<file path="src/logic/rcbc_consts.vh">
// Constants for the range compare and BCD/binary conversion datapath.
// Assumes a 32-bit AHB-Lite register bus with word-aligned registers.
`ifndef RCBC_CONSTS_VH
`define RCBC_CONSTS_VH

// ****************************************************************
// Register byte offsets
// ****************************************************************
`define RCBC_OFS_CTRL 8'h00
`define RCBC_OFS_OPA_LO 8'h04
`define RCBC_OFS_OPA_HI 8'h08
`define RCBC_OFS_LL_LO 8'h0C
`define RCBC_OFS_LL_HI 8'h10
`define RCBC_OFS_UL_LO 8'h14
`define RCBC_OFS_UL_HI 8'h18
`define RCBC_OFS_RES_LO 8'h1C
`define RCBC_OFS_RES_HI 8'h20
`define RCBC_OFS_STATUS 8'h24

// ****************************************************************
// Control register fields
// ****************************************************************
`define RCBC_CTRL_COND_BIT 0
`define RCBC_CTRL_OP_LSB 1
`define RCBC_CTRL_OP_MSB 3
`define RCBC_CTRL_IND_FAULT_BIT 4

// ****************************************************************
// Operation codes
// ****************************************************************
`define RCBC_OP_RANGE_CMP 3'h0
`define RCBC_OP_BCD_TO_BIN 3'h1
`define RCBC_OP_BIN_TO_BCD 3'h2
`define RCBC_OP_DBCD_TO_BIN 3'h3
`define RCBC_OP_DBIN_TO_BCD 3'h4

// ****************************************************************
// Status register fields
// ****************************************************************
`define RCBC_STAT_GR_BIT 0
`define RCBC_STAT_EQ_BIT 1
`define RCBC_STAT_LE_BIT 2
`define RCBC_STAT_ER_BIT 3

// ****************************************************************
// Conversion limits and reset values
// ****************************************************************
`define RCBC_BIN16_MAX 16'h270F
`define RCBC_BIN32_MAX 32'h05F5_E0FF
`define RCBC_RESET_WORD 16'h0000

`endif

</file>
<file path="src/logic/rcbc_datapath.v">
// Range compare and BCD/binary conversion datapath with AHB-Lite registers.
// Assumes one clock, an asynchronous active-high reset and a single master.
//
// Behaviour
// - Double range compare treats value and limits as two-word 8-digit values.
// - Compare sets exactly one of less, equal, greater flags.
// - Error flag set when the lower limit exceeds the upper limit.
// - Error flag set on a faulty indirectly addressed memory word.
// - With execution condition false nothing changes.
// - BCD to binary writes the equal binary value to the result word.
// - BCD to binary flags an error on any non-decimal nibble.
// - All conversions set equal flag on zero result, clear otherwise.
// - Binary to BCD writes the four-digit decimal value to the result.
// - Binary to BCD above 270F does not execute; result kept.
// - Double BCD to binary converts eight digits into a 32-bit value.
// - Double BCD to binary flags error on a non-decimal nibble.
// - Double binary to BCD converts 32 bits into eight BCD digits.
// - Double binary to BCD above 05F5E0FF sets the error flag; results kept.
// - Double binary to BCD raises error when result exceeds 99999999.
//
// The register addresses and the AHB-Lite register port were left to the implementer.
`timescale 1ns/10ps
`default_nettype none
`include "rcbc_consts.vh"

module rcbc_datapath
(
    input wire clock,
    input wire rst,
    input wire hsel,
    input wire [31:0] haddr,
    input wire [1:0] htrans,
    input wire hwrite,
    input wire [2:0] hsize,
    input wire [31:0] hwdata,
    input wire hready,
    output wire hreadyout,
    output wire hresp,
    output reg [31:0] hrdata,
    output wire greater_flag,
    output wire equal_flag,
    output wire less_flag,
    output wire error_flag
);

    // ****************************************************************
    // Bus phase states
    // ****************************************************************
    localparam [1:0] ST_IDLE = 2'd0;
    localparam [1:0] ST_WRITE = 2'd1;
    localparam [1:0] ST_RD_WAIT = 2'd2;
    localparam [1:0] ST_RD_DONE = 2'd3;

    // ****************************************************************
    // Functions
    // ****************************************************************

    // True when every nibble of the word is a decimal digit
    function bcd_ok;
        input [31:0] val;
        integer i;
        begin
            bcd_ok = 1'b1;
            for (i = 0; i < 8; i = i + 1)
            begin
                if (val[4*i +: 4] > 4'd9)
                begin
                    bcd_ok = 1'b0;
                end
            end
        end
    endfunction

    // Eight BCD digits to binary, most significant digit first
    function [31:0] bcd_to_bin;
        input [31:0] val;
        integer i;
        reg [31:0] acc;
        begin
            acc = 32'h0000_0000;
            for (i = 7; i >= 0; i = i - 1)
            begin
                acc = (acc << 3) + (acc << 1) + {28'h000_0000, val[4*i +: 4]};
            end
            bcd_to_bin = acc;
        end
    endfunction

    // Binary to eight BCD digits by shift and add three
    function [31:0] bin_to_bcd;
        input [31:0] val;
        integer i;
        integer j;
        reg [31:0] bcd;
        begin
            bcd = 32'h0000_0000;
            for (i = 31; i >= 0; i = i - 1)
            begin
                for (j = 0; j < 8; j = j + 1)
                begin
                    if (bcd[4*j +: 4] > 4'd4)
                    begin
                        bcd[4*j +: 4] = bcd[4*j +: 4] + 4'd3;
                    end
                end
                bcd = {bcd[30:0], val[i]};
            end
            bin_to_bcd = bcd;
        end
    endfunction

    // ****************************************************************
    // Registers
    // ****************************************************************
    reg [1:0] state_q;
    reg [7:0] addr_q;
    reg [4:0] ctrl_q;
    reg [15:0] opa_lo_q;
    reg [15:0] opa_hi_q;
    reg [15:0] ll_lo_q;
    reg [15:0] ll_hi_q;
    reg [15:0] ul_lo_q;
    reg [15:0] ul_hi_q;
    reg [15:0] res_lo_q;
    reg [15:0] res_hi_q;
    reg gr_q;
    reg eq_q;
    reg le_q;
    reg er_q;

    // ****************************************************************
    // Operand assembly
    // ****************************************************************

    wire [31:0] opa = {opa_hi_q, opa_lo_q};
    wire [31:0] ll = {ll_hi_q, ll_lo_q};
    wire [31:0] ul = {ul_hi_q, ul_lo_q};

    // Request decode for the address phase; control word decode for the data phase
    wire take = hsel & hready & htrans[1];
    wire exec = (state_q == ST_WRITE) && (addr_q == `RCBC_OFS_CTRL)
        && hwdata[`RCBC_CTRL_COND_BIT];
    wire [2:0] op = hwdata[`RCBC_CTRL_OP_MSB:`RCBC_CTRL_OP_LSB];
    wire ind_fault = hwdata[`RCBC_CTRL_IND_FAULT_BIT];

    // Conversion results
    wire [31:0] bin16 = bcd_to_bin({16'h0000, opa_lo_q});
    wire [31:0] bin32 = bcd_to_bin(opa);
    wire [31:0] bcd16 = bin_to_bcd({16'h0000, opa_lo_q});
    wire [31:0] bcd32 = bin_to_bcd(opa);

    // ****************************************************************
    // Bus outputs
    // ****************************************************************

    // Reads wait one cycle; writes and idle answer at once, always OKAY
    assign hreadyout = (state_q != ST_RD_WAIT);
    assign hresp = 1'b0;
    assign greater_flag = gr_q;
    assign equal_flag = eq_q;
    assign less_flag = le_q;
    assign error_flag = er_q;

    // Bus phase tracking
    always @(posedge clock or posedge rst)
    begin
        if (rst)
        begin
            state_q <= ST_IDLE;
            addr_q <= 8'h00;
        end
        else
        begin
            case (state_q)
                ST_RD_WAIT:
                begin
                    state_q <= ST_RD_DONE;
                end
                default:
                begin
                    if (take)
                    begin
                        addr_q <= {haddr[7:2], 2'b00};
                        state_q <= hwrite ? ST_WRITE : ST_RD_WAIT;
                    end
                    else
                    begin
                        state_q <= ST_IDLE;
                    end
                end
            endcase
        end
    end

    // Read data, loaded during the wait cycle; unmapped reads give zero
    always @(posedge clock or posedge rst)
    begin
        if (rst)
        begin
            hrdata <= 32'h0000_0000;
        end
        else if (state_q == ST_RD_WAIT)
        begin
            case (addr_q)
                `RCBC_OFS_CTRL: hrdata <= {27'h000_0000, ctrl_q};
                `RCBC_OFS_OPA_LO: hrdata <= {16'h0000, opa_lo_q};
                `RCBC_OFS_OPA_HI: hrdata <= {16'h0000, opa_hi_q};
                `RCBC_OFS_LL_LO: hrdata <= {16'h0000, ll_lo_q};
                `RCBC_OFS_LL_HI: hrdata <= {16'h0000, ll_hi_q};
                `RCBC_OFS_UL_LO: hrdata <= {16'h0000, ul_lo_q};
                `RCBC_OFS_UL_HI: hrdata <= {16'h0000, ul_hi_q};
                `RCBC_OFS_RES_LO: hrdata <= {16'h0000, res_lo_q};
                `RCBC_OFS_RES_HI: hrdata <= {16'h0000, res_hi_q};
                `RCBC_OFS_STATUS: hrdata <= {28'h000_0000, er_q, le_q, eq_q, gr_q};
                default: hrdata <= 32'h0000_0000;
            endcase
        end
    end

    // ****************************************************************
    // Operand registers and control
    // ****************************************************************

    // Software writes to operand words; result and status are read only
    always @(posedge clock or posedge rst)
    begin
        if (rst)
        begin
            ctrl_q <= 5'h00;
            opa_lo_q <= `RCBC_RESET_WORD;
            opa_hi_q <= `RCBC_RESET_WORD;
            ll_lo_q <= `RCBC_RESET_WORD;
            ll_hi_q <= `RCBC_RESET_WORD;
            ul_lo_q <= `RCBC_RESET_WORD;
            ul_hi_q <= `RCBC_RESET_WORD;
        end
        else if (state_q == ST_WRITE)
        begin
            case (addr_q)
                `RCBC_OFS_CTRL: ctrl_q <= hwdata[4:0];
                `RCBC_OFS_OPA_LO: opa_lo_q <= hwdata[15:0];
                `RCBC_OFS_OPA_HI: opa_hi_q <= hwdata[15:0];
                `RCBC_OFS_LL_LO: ll_lo_q <= hwdata[15:0];
                `RCBC_OFS_LL_HI: ll_hi_q <= hwdata[15:0];
                `RCBC_OFS_UL_LO: ul_lo_q <= hwdata[15:0];
                `RCBC_OFS_UL_HI: ul_hi_q <= hwdata[15:0];
                default: ctrl_q <= ctrl_q;
            endcase
        end
    end

    // ****************************************************************
    // Instruction execution
    // ****************************************************************

    // Runs one instruction in the cycle the control word is written
    always @(posedge clock or posedge rst)
    begin
        if (rst)
        begin
            res_lo_q <= `RCBC_RESET_WORD;
            res_hi_q <= `RCBC_RESET_WORD;
            gr_q <= 1'b0;
            eq_q <= 1'b0;
            le_q <= 1'b0;
            er_q <= 1'b0;
        end
        else if (exec)
        begin
            if (ind_fault)
            begin
                er_q <= 1'b1;
            end
            else
            begin
                case (op)
                    `RCBC_OP_RANGE_CMP:
                    begin
                        if (ll > ul)
                        begin
                            er_q <= 1'b1;
                        end
                        else
                        begin
                            er_q <= 1'b0;
                            le_q <= (opa < ll);
                            gr_q <= (opa > ul);
                            eq_q <= (opa >= ll) && (opa <= ul);
                        end
                    end
                    `RCBC_OP_BCD_TO_BIN:
                    begin
                        if (!bcd_ok({16'h0000, opa_lo_q}))
                        begin
                            er_q <= 1'b1;
                        end
                        else
                        begin
                            er_q <= 1'b0;
                            res_lo_q <= bin16[15:0];
                            eq_q <= (bin16 == 32'h0000_0000);
                        end
                    end
                    `RCBC_OP_BIN_TO_BCD:
                    begin
                        if (opa_lo_q <= `RCBC_BIN16_MAX)
                        begin
                            er_q <= 1'b0;
                            res_lo_q <= bcd16[15:0];
                            eq_q <= (bcd16 == 32'h0000_0000);
                        end
                    end
                    `RCBC_OP_DBCD_TO_BIN:
                    begin
                        if (!bcd_ok(opa))
                        begin
                            er_q <= 1'b1;
                        end
                        else
                        begin
                            er_q <= 1'b0;
                            res_lo_q <= bin32[15:0];
                            res_hi_q <= bin32[31:16];
                            eq_q <= (bin32 == 32'h0000_0000);
                        end
                    end
                    `RCBC_OP_DBIN_TO_BCD:
                    begin
                        if (opa > `RCBC_BIN32_MAX)
                        begin
                            er_q <= 1'b1;
                        end
                        else
                        begin
                            er_q <= 1'b0;
                            res_lo_q <= bcd32[15:0];
                            res_hi_q <= bcd32[31:16];
                            eq_q <= (bcd32 == 32'h0000_0000);
                        end
                    end
                    default:
                    begin
                        er_q <= er_q;
                    end
                endcase
            end
        end
    end

endmodule

`default_nettype wire

</file>
<file path="config.mk">
export PLATFORM = sky130hd
export DESIGN_NAME = rcbc_datapath
export DESIGN_NICKNAME = d
export VERILOG_FILES = /design/src/logic/rcbc_datapath.v
export VERILOG_INCLUDE_DIRS = /design/src /design/src/logic
export SDC_FILE = /design/constraint.sdc
export NUM_CORES = 2
export LEC_CHECK = 0
export BUFFER_PORTS_ARGS = -buffer_cell sky130_fd_sc_hd__buf_2
export CELL_PAD_IN_SITES_DETAIL_PLACEMENT = 2
export CELL_PAD_IN_SITES_GLOBAL_PLACEMENT = 2
export CORE_MARGIN = 1
export CORE_UTILIZATION = 38
export CTS_CLUSTER_DIAMETER = 200
export CTS_CLUSTER_SIZE = 30
export DETAILED_ROUTE_END_ITERATION = 8
export PLACE_DENSITY_LB_ADDON = 0.2
export SYNTH_ARGS = -nofsm -noshare
export SYNTH_HDL_FRONTEND = slang
export SYNTH_SLANG_ARGS = --single-unit
</file>
<file path="constraint.sdc">
create_clock -name clock -period 23.2 [get_ports clock]
set_input_delay 1.16 -clock clock [delete_from_list [all_inputs] [get_ports clock]]
set_output_delay 1.16 -clock clock [all_outputs]
set_load 0.1 [all_outputs]
</file>
# --- Word level (Yosys, flattened, before mapping) ---
# Index checks and enable logic that the tools add are counted.
classes:
  n_eq_ne: 22
  shift: 0
  div: 0
  mul: 0
  bitwise_logic: 5
  n_mux: 222
  order_cmp: 198
  n_addsub: 203
  reduce_logical: 26
op_table:
  columns: ["op", "count"]
  rows:
  - ["2-to-1 mux 4 bit", 175]
  - ["greater-than comparator 4 x 3 -> 1 bit, second input constant", 170]
  - ["adder 4 x 2 -> 4 bit, second input constant", 163]
  - ["case mux 16 bit (10 select lines)", 1]
  - ["zero test 32 bit", 4]
  - ["2-to-1 mux 16 bit", 6]
  - ["greater-than comparator 32 bit", 2]
  - ["case mux 16 bit (4 select lines)", 1]
  - ["adder 3 x 2 -> 4 bit, second input constant", 12]
  - ["greater-than comparator 3 bit, second input constant", 13]
  - ["adder 18 x 4 -> 19 bit", 2]
  - ["adder 17 x 15 -> 18 bit", 2]
  - ["adder 32 bit", 1]
  - ["adder 32 x 4 -> 32 bit", 1]
  - ["greater-or-equal comparator 32 bit", 1]
  - ["greater-than comparator 32 x 27 -> 1 bit, second input constant", 1]
  - ["greater-than comparator 4 bit, second input constant", 8]
  - ["<= comparator 32 bit", 1]
  - ["less-than comparator 32 bit", 1]
  - ["case mux 16 bit (2 select lines)", 1]
  - ["adder 31 x 30 -> 31 bit", 1]
  - ["adder 31 x 4 -> 31 bit", 1]
  - ["adder 28 x 4 -> 29 bit", 1]
  - ["adder 13 x 4 -> 14 bit", 2]
  - ["38 further kinds", 105]
word_totals:
  in_bits: 74
  romBits: 0
  wordCells: 692
  mem_count: 0
  latchBits: 0
  register_bits: 177
  ramBits: 0
  output_inout_bits: 38

# --- Longest topological paths before layout ---
depth:
  ltp_word: 61
  depth_mapped: 97
  depth_no_buf: 89

# --- Worst setup path before layout ---
# Ideal clock, no wire load.
synth_timing:
  path_type: "flip-flop to flip-flop"
  startpoint: "register opa_hi_q[14]"
  endpoint: "register res_hi_q[15]"
  path_buffers: 5
  path_slack_ns: 5.766
  synth_period_minus_slack_ns: 17.434
  path_stages_with_launch: 93
  setup_time_ns: 0.125
  t_arrival_ns: 17.309
  required_time_ns: 23.075
  cell_sequence: "dfrtp_1 buf_2 inv_1 ha_1 inv_1 ha_1 buf_4 nor2b_2 nor2_1 a21boi_1 or3_1 nor2b_1 inv_1 ha_1 o311a_1 or3_1 buf_1 nor3_1 [57 not listed] nor2_1 a31o_2 o22ai_1 nor2_1 a32oi_1 nand4_1 a222oi_1 inv_1 a21oi_1 nor2_1 a21oi_1 ha_1 inv_1 nand3_1 o21ai_0 a2111oi_1 a21oi_1 mux2_2"
synth_between:
  elab_chain_len: 60
  elab_cells_between_ends: 386
  cone_classes: "add/sub (134); order compare (122); eq/ne (2); mux (127); reduce/logical (1)"
synth_lines:
  columns: ["element", "line", "rtl"]
  rows:
  - ["from (decl)", "rcbc_datapath.v:119", "reg [15:0] opa_hi_q;"]
  - ["from (signal assigned)", "rcbc_datapath.v:231", "opa_hi_q <= `RCBC_RESET_WORD;"]
  - ["from (signal assigned)", "rcbc_datapath.v:242", "`RCBC_OFS_OPA_HI: opa_hi_q <= hwdata[15:0];"]
  - ["adder 3 x 2 -> 4 bit / greater-than comparator 3 bit (equally long branches)", "rcbc_datapath.v:103, rcbc_datapath.v:101", null]
  - ["2-to-1 mux 4 bit", "rcbc_datapath.v:101", "if (bcd[4*j +: 4] > 4'd4)"]
  - ["adder 4 x 2 -> 4 bit / greater-than comparator 4 x 3 -> 1 bit (equally long branches)", "rcbc_datapath.v:103, rcbc_datapath.v:101", null]
  - ["2-to-1 mux 4 bit", "rcbc_datapath.v:101", null]
  - ["greater-than comparator 4 x 3 -> 1 bit / adder 4 x 2 -> 4 bit (equally long branches)", "rcbc_datapath.v:101, rcbc_datapath.v:103", null]
  - ["2-to-1 mux 4 bit", "rcbc_datapath.v:101", null]
  - ["adder 4 x 2 -> 4 bit (tied with other cells)", "rcbc_datapath.v:103", "bcd[4*j +: 4] = bcd[4*j +: 4] + 4'd3;"]
  - ["2-to-1 mux 4 bit", "rcbc_datapath.v:101", null]
  - ["[44 not listed]", null, null]
  - ["adder 4 x 2 -> 4 bit (tied with other cells)", "rcbc_datapath.v:103", null]
  - ["2-to-1 mux 4 bit / 2-to-1 mux 3 bit (equally long branches)", "rcbc_datapath.v:101", null]
  - ["adder 4 x 2 -> 4 bit (tied with other cells)", "rcbc_datapath.v:103", null]
  - ["2-to-1 mux 4 bit / 2-to-1 mux 3 bit (equally long branches)", "rcbc_datapath.v:101", null]
  - ["greater-than comparator 4 x 3 -> 1 bit / adder 3 x 2 -> 3 bit (equally long branches)", "rcbc_datapath.v:101, rcbc_datapath.v:103", null]
  - ["2-to-1 mux 3 bit", "rcbc_datapath.v:101", null]
  - ["2-to-1 mux 16 bit", "rcbc_datapath.v:329", "if (opa > `RCBC_BIN32_MAX)"]
  - ["case mux 16 bit (2 select lines)", "rcbc_datapath.v:276", "case (op)"]
  - ["to (signal assigned)", "rcbc_datapath.v:262", "res_hi_q <= `RCBC_RESET_WORD;"]
  - ["to (signal assigned)", "rcbc_datapath.v:323", "res_hi_q <= bin32[31:16];"]
  - ["to (signal assigned)", "rcbc_datapath.v:337", "res_hi_q <= bcd32[31:16];"]
  - ["to (decl)", "rcbc_datapath.v:125", "reg [15:0] res_hi_q;"]
# Several ways; a longest one is shown, not always the timed one. The select of a mux whose other input is x is not followed.
# A chain may end at the register's enable or synchronous reset.

# --- Final worst setup path ---
layout_timing:
  startpoint: "register opa_hi_q[13]"
  endpoint: "register res_hi_q[15]"
layout_between:
  elab_chain_len: 60
  elab_cells_between_ends: 386
  cone_classes: "add/sub (134); order compare (122); eq/ne (2); mux (127); reduce/logical (1)"
layout_lines:
  columns: ["element", "line"]
  rows:
  - ["adder 3 x 2 -> 4 bit / greater-than comparator 3 bit (equally long branches)", "rcbc_datapath.v:103, rcbc_datapath.v:101"]
  - ["2-to-1 mux 4 bit", "rcbc_datapath.v:101"]
  - ["adder 4 x 2 -> 4 bit / greater-than comparator 4 x 3 -> 1 bit (equally long branches)", "rcbc_datapath.v:103, rcbc_datapath.v:101"]
  - ["2-to-1 mux 4 bit", "rcbc_datapath.v:101"]
  - ["adder 4 x 2 -> 4 bit / greater-than comparator 4 x 3 -> 1 bit (equally long branches)", "rcbc_datapath.v:103, rcbc_datapath.v:101"]
  - ["2-to-1 mux 4 bit", "rcbc_datapath.v:101"]
  - ["adder 4 x 2 -> 4 bit (tied with other cells)", "rcbc_datapath.v:103"]
  - ["2-to-1 mux 4 bit", "rcbc_datapath.v:101"]
  - ["[44 not listed]", null]
  - ["adder 4 x 2 -> 4 bit (tied with other cells)", "rcbc_datapath.v:103"]
  - ["2-to-1 mux 4 bit / 2-to-1 mux 3 bit (equally long branches)", "rcbc_datapath.v:101"]
  - ["adder 4 x 2 -> 4 bit (tied with other cells)", "rcbc_datapath.v:103"]
  - ["2-to-1 mux 4 bit / 2-to-1 mux 3 bit (equally long branches)", "rcbc_datapath.v:101"]
  - ["greater-than comparator 4 x 3 -> 1 bit / adder 3 x 2 -> 3 bit (equally long branches)", "rcbc_datapath.v:101, rcbc_datapath.v:103"]
  - ["2-to-1 mux 3 bit", "rcbc_datapath.v:101"]
  - ["2-to-1 mux 16 bit", "rcbc_datapath.v:329"]
  - ["case mux 16 bit (2 select lines)", "rcbc_datapath.v:276"]
# Several ways; a longest one is shown, not always the timed one. The select of a mux whose other input is x is not followed.

==> insert_results.sql <==
INSERT INTO impl_metrics (metric_group, metric, value, unit) VALUES
('sta', 'fin_crit', '21380', 'ps'),
('floorplan', 'initial_utilization', '0.383', ''),
('synth', 'post_synth_mux_area_share', '0.0667', ''),
('synth', 'yosys_warnings', '0', ''),
('run_status', 'result_of_the_run', 'finished clean', ''),
('final_layout', 'layout_common_cells', '506 x a21oi_1, 488 x nor2_1, 477 x nand2_1', ''),
('synth', 'post_synth_inst_count', '6236', ''),
('sta', 'worst_slew_pin_slew', '1220', 'ps'),
('clock_tree', 'cts_hold_buf', '0', ''),
('detailed_routing', 'avgRoutedWirePerCell', '23.9', 'um'),
('final_layout', 'mostFrequentLayoutCell', 'a21oi_1', ''),
('final_layout', 'layout.filler_cells', '13900', ''),
('job', 'drv_cap', '0', ''),
('critical_path', 'crit_path_max_incr_delay', '630', 'ps'),
('critical_path', 'timing.setup.critical_path_class', 'reg -> reg', ''),
('critical_path', 'critical_path_fanout_max', '21', ''),
('global_route', 'groute.usage.overall', '0.289', ''),
('detailed_routing', 'totalWireLength', '181000', 'um'),
('floorplan', 'core_area', '118000', 'um^2'),
('critical_path', 'cp_slowest_cell', 'xnor3_1', ''),
('clock_tree', 'clock_tree_from_tritoncts', 'yes', ''),
('final_layout', 'layout-area-overhead-vs-synth', '3.73', '%'),
('critical_path', 'cp_data_required_time', '23570', 'ps'),
('detailed_routing', 'ratio_of_routed_vias_to_standard_cells', '6.57', ''),
('synth', 'post_synthesis_share_of_cell_area_spent_on_xor_and_xnor_gates', '0.0547', ''),
('sta', 'clock-skew-final', '25.0', 'ps'),
('final_layout', 'finalCoreUtilization', '0.397', ''),
('place', 'port_buffer_count', '48', ''),
('clock_tree', 'cts_max_path_buffers', '2', ''),
('synth', 'number_of_enable_type_register_cells_in_the_synthesized_netlist', '0', ''),
('detailed_routing', 'detail_route.first_pass.iterations', '6', ''),
('clock_tree', 'clock-sinks', '161', ''),
('synth', 'netlist_top_cells_area', 'ha_1 13%, dfrtp_1 8.9%, a21oi_1 5.6%, o21ai_0 4.1%, nor2_1 4.1%', ''),
('sta', 'fin_crit_sh', '0.921', ''),
('synth', 'yosys.area_share.simple', '0.227', ''),
('global_route', 'grt_pass1_vias', '52100', ''),
('detailed_routing', 'detail-route-antenna-nets', '0', ''),
('floorplan', 'placementRows', '126', ''),
('clock_tree', 'tritoncts.num_buffers', '17', ''),
('synth', 'synth_area', '45200', 'um^2'),
('synth', 'synth_sequential_area_ratio', '0.0892', ''),
('floorplan', 'die-area', '120000', 'um^2'),
('synth', 'yosys.cell_types.count', '147', ''),
('critical_path', 'worstPathArrival', '21740', 'ps'),
('final_layout', 'finish.instance_area', '46900', 'um^2'),
('detailed_routing', 'via_count', '49700', ''),
('place', 'place.gp.congestion', '0.869', ''),
('synth', 'synth_fa_ha_area_frac', '0.135', ''),
('place', 'placement.cell_area', '46200', 'um^2'),
('sta', 'report.final.setup_viol', '0', ''),
('synth', 'post_synthesis_cell_type_with_the_largest_combined_area', 'ha_1', ''),
('sta', 'max_freq', '46.8', 'MHz'),
('global_route', 'grt_antenna_before_repair', '3', ''),
('synth', 'synth-compound-area-share', '0.357', ''),
('final_layout', 'drive_gt1_frac', '0.0895', ''),
('critical_path', 'setup.worst_path.end_class', 'register', ''),
('sta', 'final-max-slew-violation-count', '0', ''),
('critical_path', 'critPathLaunchType', 'register', ''),
('global_route', 'grt_overflow_total', '0', ''),
('global_route', 'grt_first_pass_wirelength', '291000', 'um'),
('clock_tree', 'clock_latency', '480', 'ps'),
('sta', 'timing.setup.tns', '0', 'ps'),
('detailed_routing', 'drcViolationCount', '0', ''),
('clock_tree', 'path_clk_slew', '90', 'ps'),
('synth', 'synth_largest_type_area_fraction', '0.127', ''),
('clock_tree', 'h-tree-depth', '4', ''),
('floorplan', 'floorplan.die.width', '347', 'um'),
('global_route', 'grt_max_degree', '112', ''),
('floorplan', 'io_pins', '112', ''),
('synth', 'syn_avg_cell_area', '7.25', 'um^2'),
('synth', 'ys_async_sr_fraction', '1.00', ''),
('synth', 'synth_flop_cell', 'dfrtp_1', ''),
('synth', 'ys_seq_elements', '161', ''),
('place', 'place.detailed.hpwl', '138000', 'um'),
('detailed_routing', 'first_iter_violations', '3178', ''),
('worst_hold_path', 'hold_path_class', 'reg -> reg', ''),
('clock_tree', 'cts_root_buffer', 'clkbuf_16', ''),
('final_layout', 'num-nets-final', '6569', ''),
('sta', 'rsz0062_at_grt', 'no', ''),
('floorplan', 'die_height', '347', 'um'),
('sta', 'finalHoldViolCount', '0', ''),
('sta', 'slew_headroom', '0.176', ''),
('synth', 'main_combinational_cell_family_by_area_after_synthesis', 'compound AO/OA/AOI/OAI gates', ''),
('critical_path', 'timing.critical_path.mode_cell', 'ha_1', '');
==> registers in the layout, indices dropped and copies added (netlist names) <==
| name | flops |
|---|---|
| addr_q | 6 |
| opa_hi_q | 16 |
| res_hi_q | 16 |
| less_flag | 1 |
| ll_hi_q | 16 |
| equal_flag | 1 |
| error_flag | 1 |
| ctrl_q | 5 |
| ul_hi_q | 16 |
| state_q | 2 |
| hrdata | 16 |
| res_lo_q | 16 |
| opa_lo_q | 16 |
| greater_flag | 1 |
| ll_lo_q | 16 |
| ul_lo_q | 16 |
==> stage by stage <==
stage / worst slack (ps) / hold WS (ps) / cells
detailed placement: 998 / 469 / 7534
floorplan: 5770 / 445 / 6252
global route: 114 / 522 / 7568
global placement: 1910 / 461 / 7534
CTS: 920 / 484 / 7566
finish: 1820 / 479 / 7569
==> cell type report <==
| type | count | area, um^2 | share of cell area |
|---|---|---|---|
| timing repair buffer | 161 | 1090 | 0.0232 |
| clock inverter | 12 | 114 | 0.00243 |
| inverter | 298 | 1120 | 0.0240 |
| clock buffer | 20 | 457 | 0.00974 |
| sequential | 161 | 4030 | 0.0860 |
| tap | 1536 | 1920 | 0.0410 |
| multi-input combinational | 5380 | 38100 | 0.814 |
| antenna | 1 | 2.50 | 0.0000534 |
==> cells in the mapped netlist (all sizes together), types with 47 or more instances <==
cell type / instances
a211oi: 101
a21o: 73
a21oi: 515
a221oi: 49
a22oi: 60
a31oi: 79
and2: 51
and3: 54
buf: 196
clkbuf: 218
dfrtp: 161
ha: 458
inv: 290
mux2: 143
mux2i: 128
nand2: 485
nand2b: 67
nand3: 230
nand4: 97
nor2: 494
nor2b: 71
nor3: 247
nor4: 88
o211ai: 83
o21a: 63
o21ai: 436
o21bai: 102
o22ai: 59
o31ai: 65
or3: 47
xnor2: 196
xor2: 77
==> timing repair <==
item | in CTS | in global routing
resized for setup | 0 | 8
buffers inserted | 0 | 1
endpoints found under the setup margin | 0 | 5
==> logic make-up after synthesis <==
logic type                 count (synthesis)
AOI/OAI and AO/OA                       2268
xor gates and xnor gates                 274
adders and majority gates                478
buffers and inverters                    712
DFF                                      161
muxes                                    276
other                                      1
and+or+nand+nor                         2066
==> per-layer routing <==
layer  wire length, um  track usage  up-vias
met5                26            0        -
met4              5190       0.0801        4
met3              5610       0.0233      250
met2             88400        0.514      886
met1             81500        0.372    25200
li1                  -            -    23300
==> critical path, delay by kind of cell, from the launching register on <==
kind            cells  cell delay (ps)
compound gates     25             7220
xor+xnor            3             1040
buf+inv            13             1560
simple gates       25             6950
flops               1              350
mux                 4             1410
fa+ha+maj          11             2650
==> worst paths after layout <==
kind / cells after the start / end / start / slack, ps
hold reg to reg: 2 / ctrl_q[4] / ctrl_q[4] / 480
setup reg to reg: 81 / res_hi_q[15] / opa_hi_q[13] / 1820
hold / removal: 2 / ctrl_q[4] / ctrl_q[4] / 480
max in group asynchronous: 3 / res_lo_q[12] / rst / 20860
setup / recovery: 81 / res_hi_q[15] / opa_hi_q[13] / 1820
min in group asynchronous: 2 / ll_hi_q[2] / rst / 940
Power is left out: the tool's default activity adds up to more than one toggle a clock period on the data nets, which glitch-free logic cannot reach.
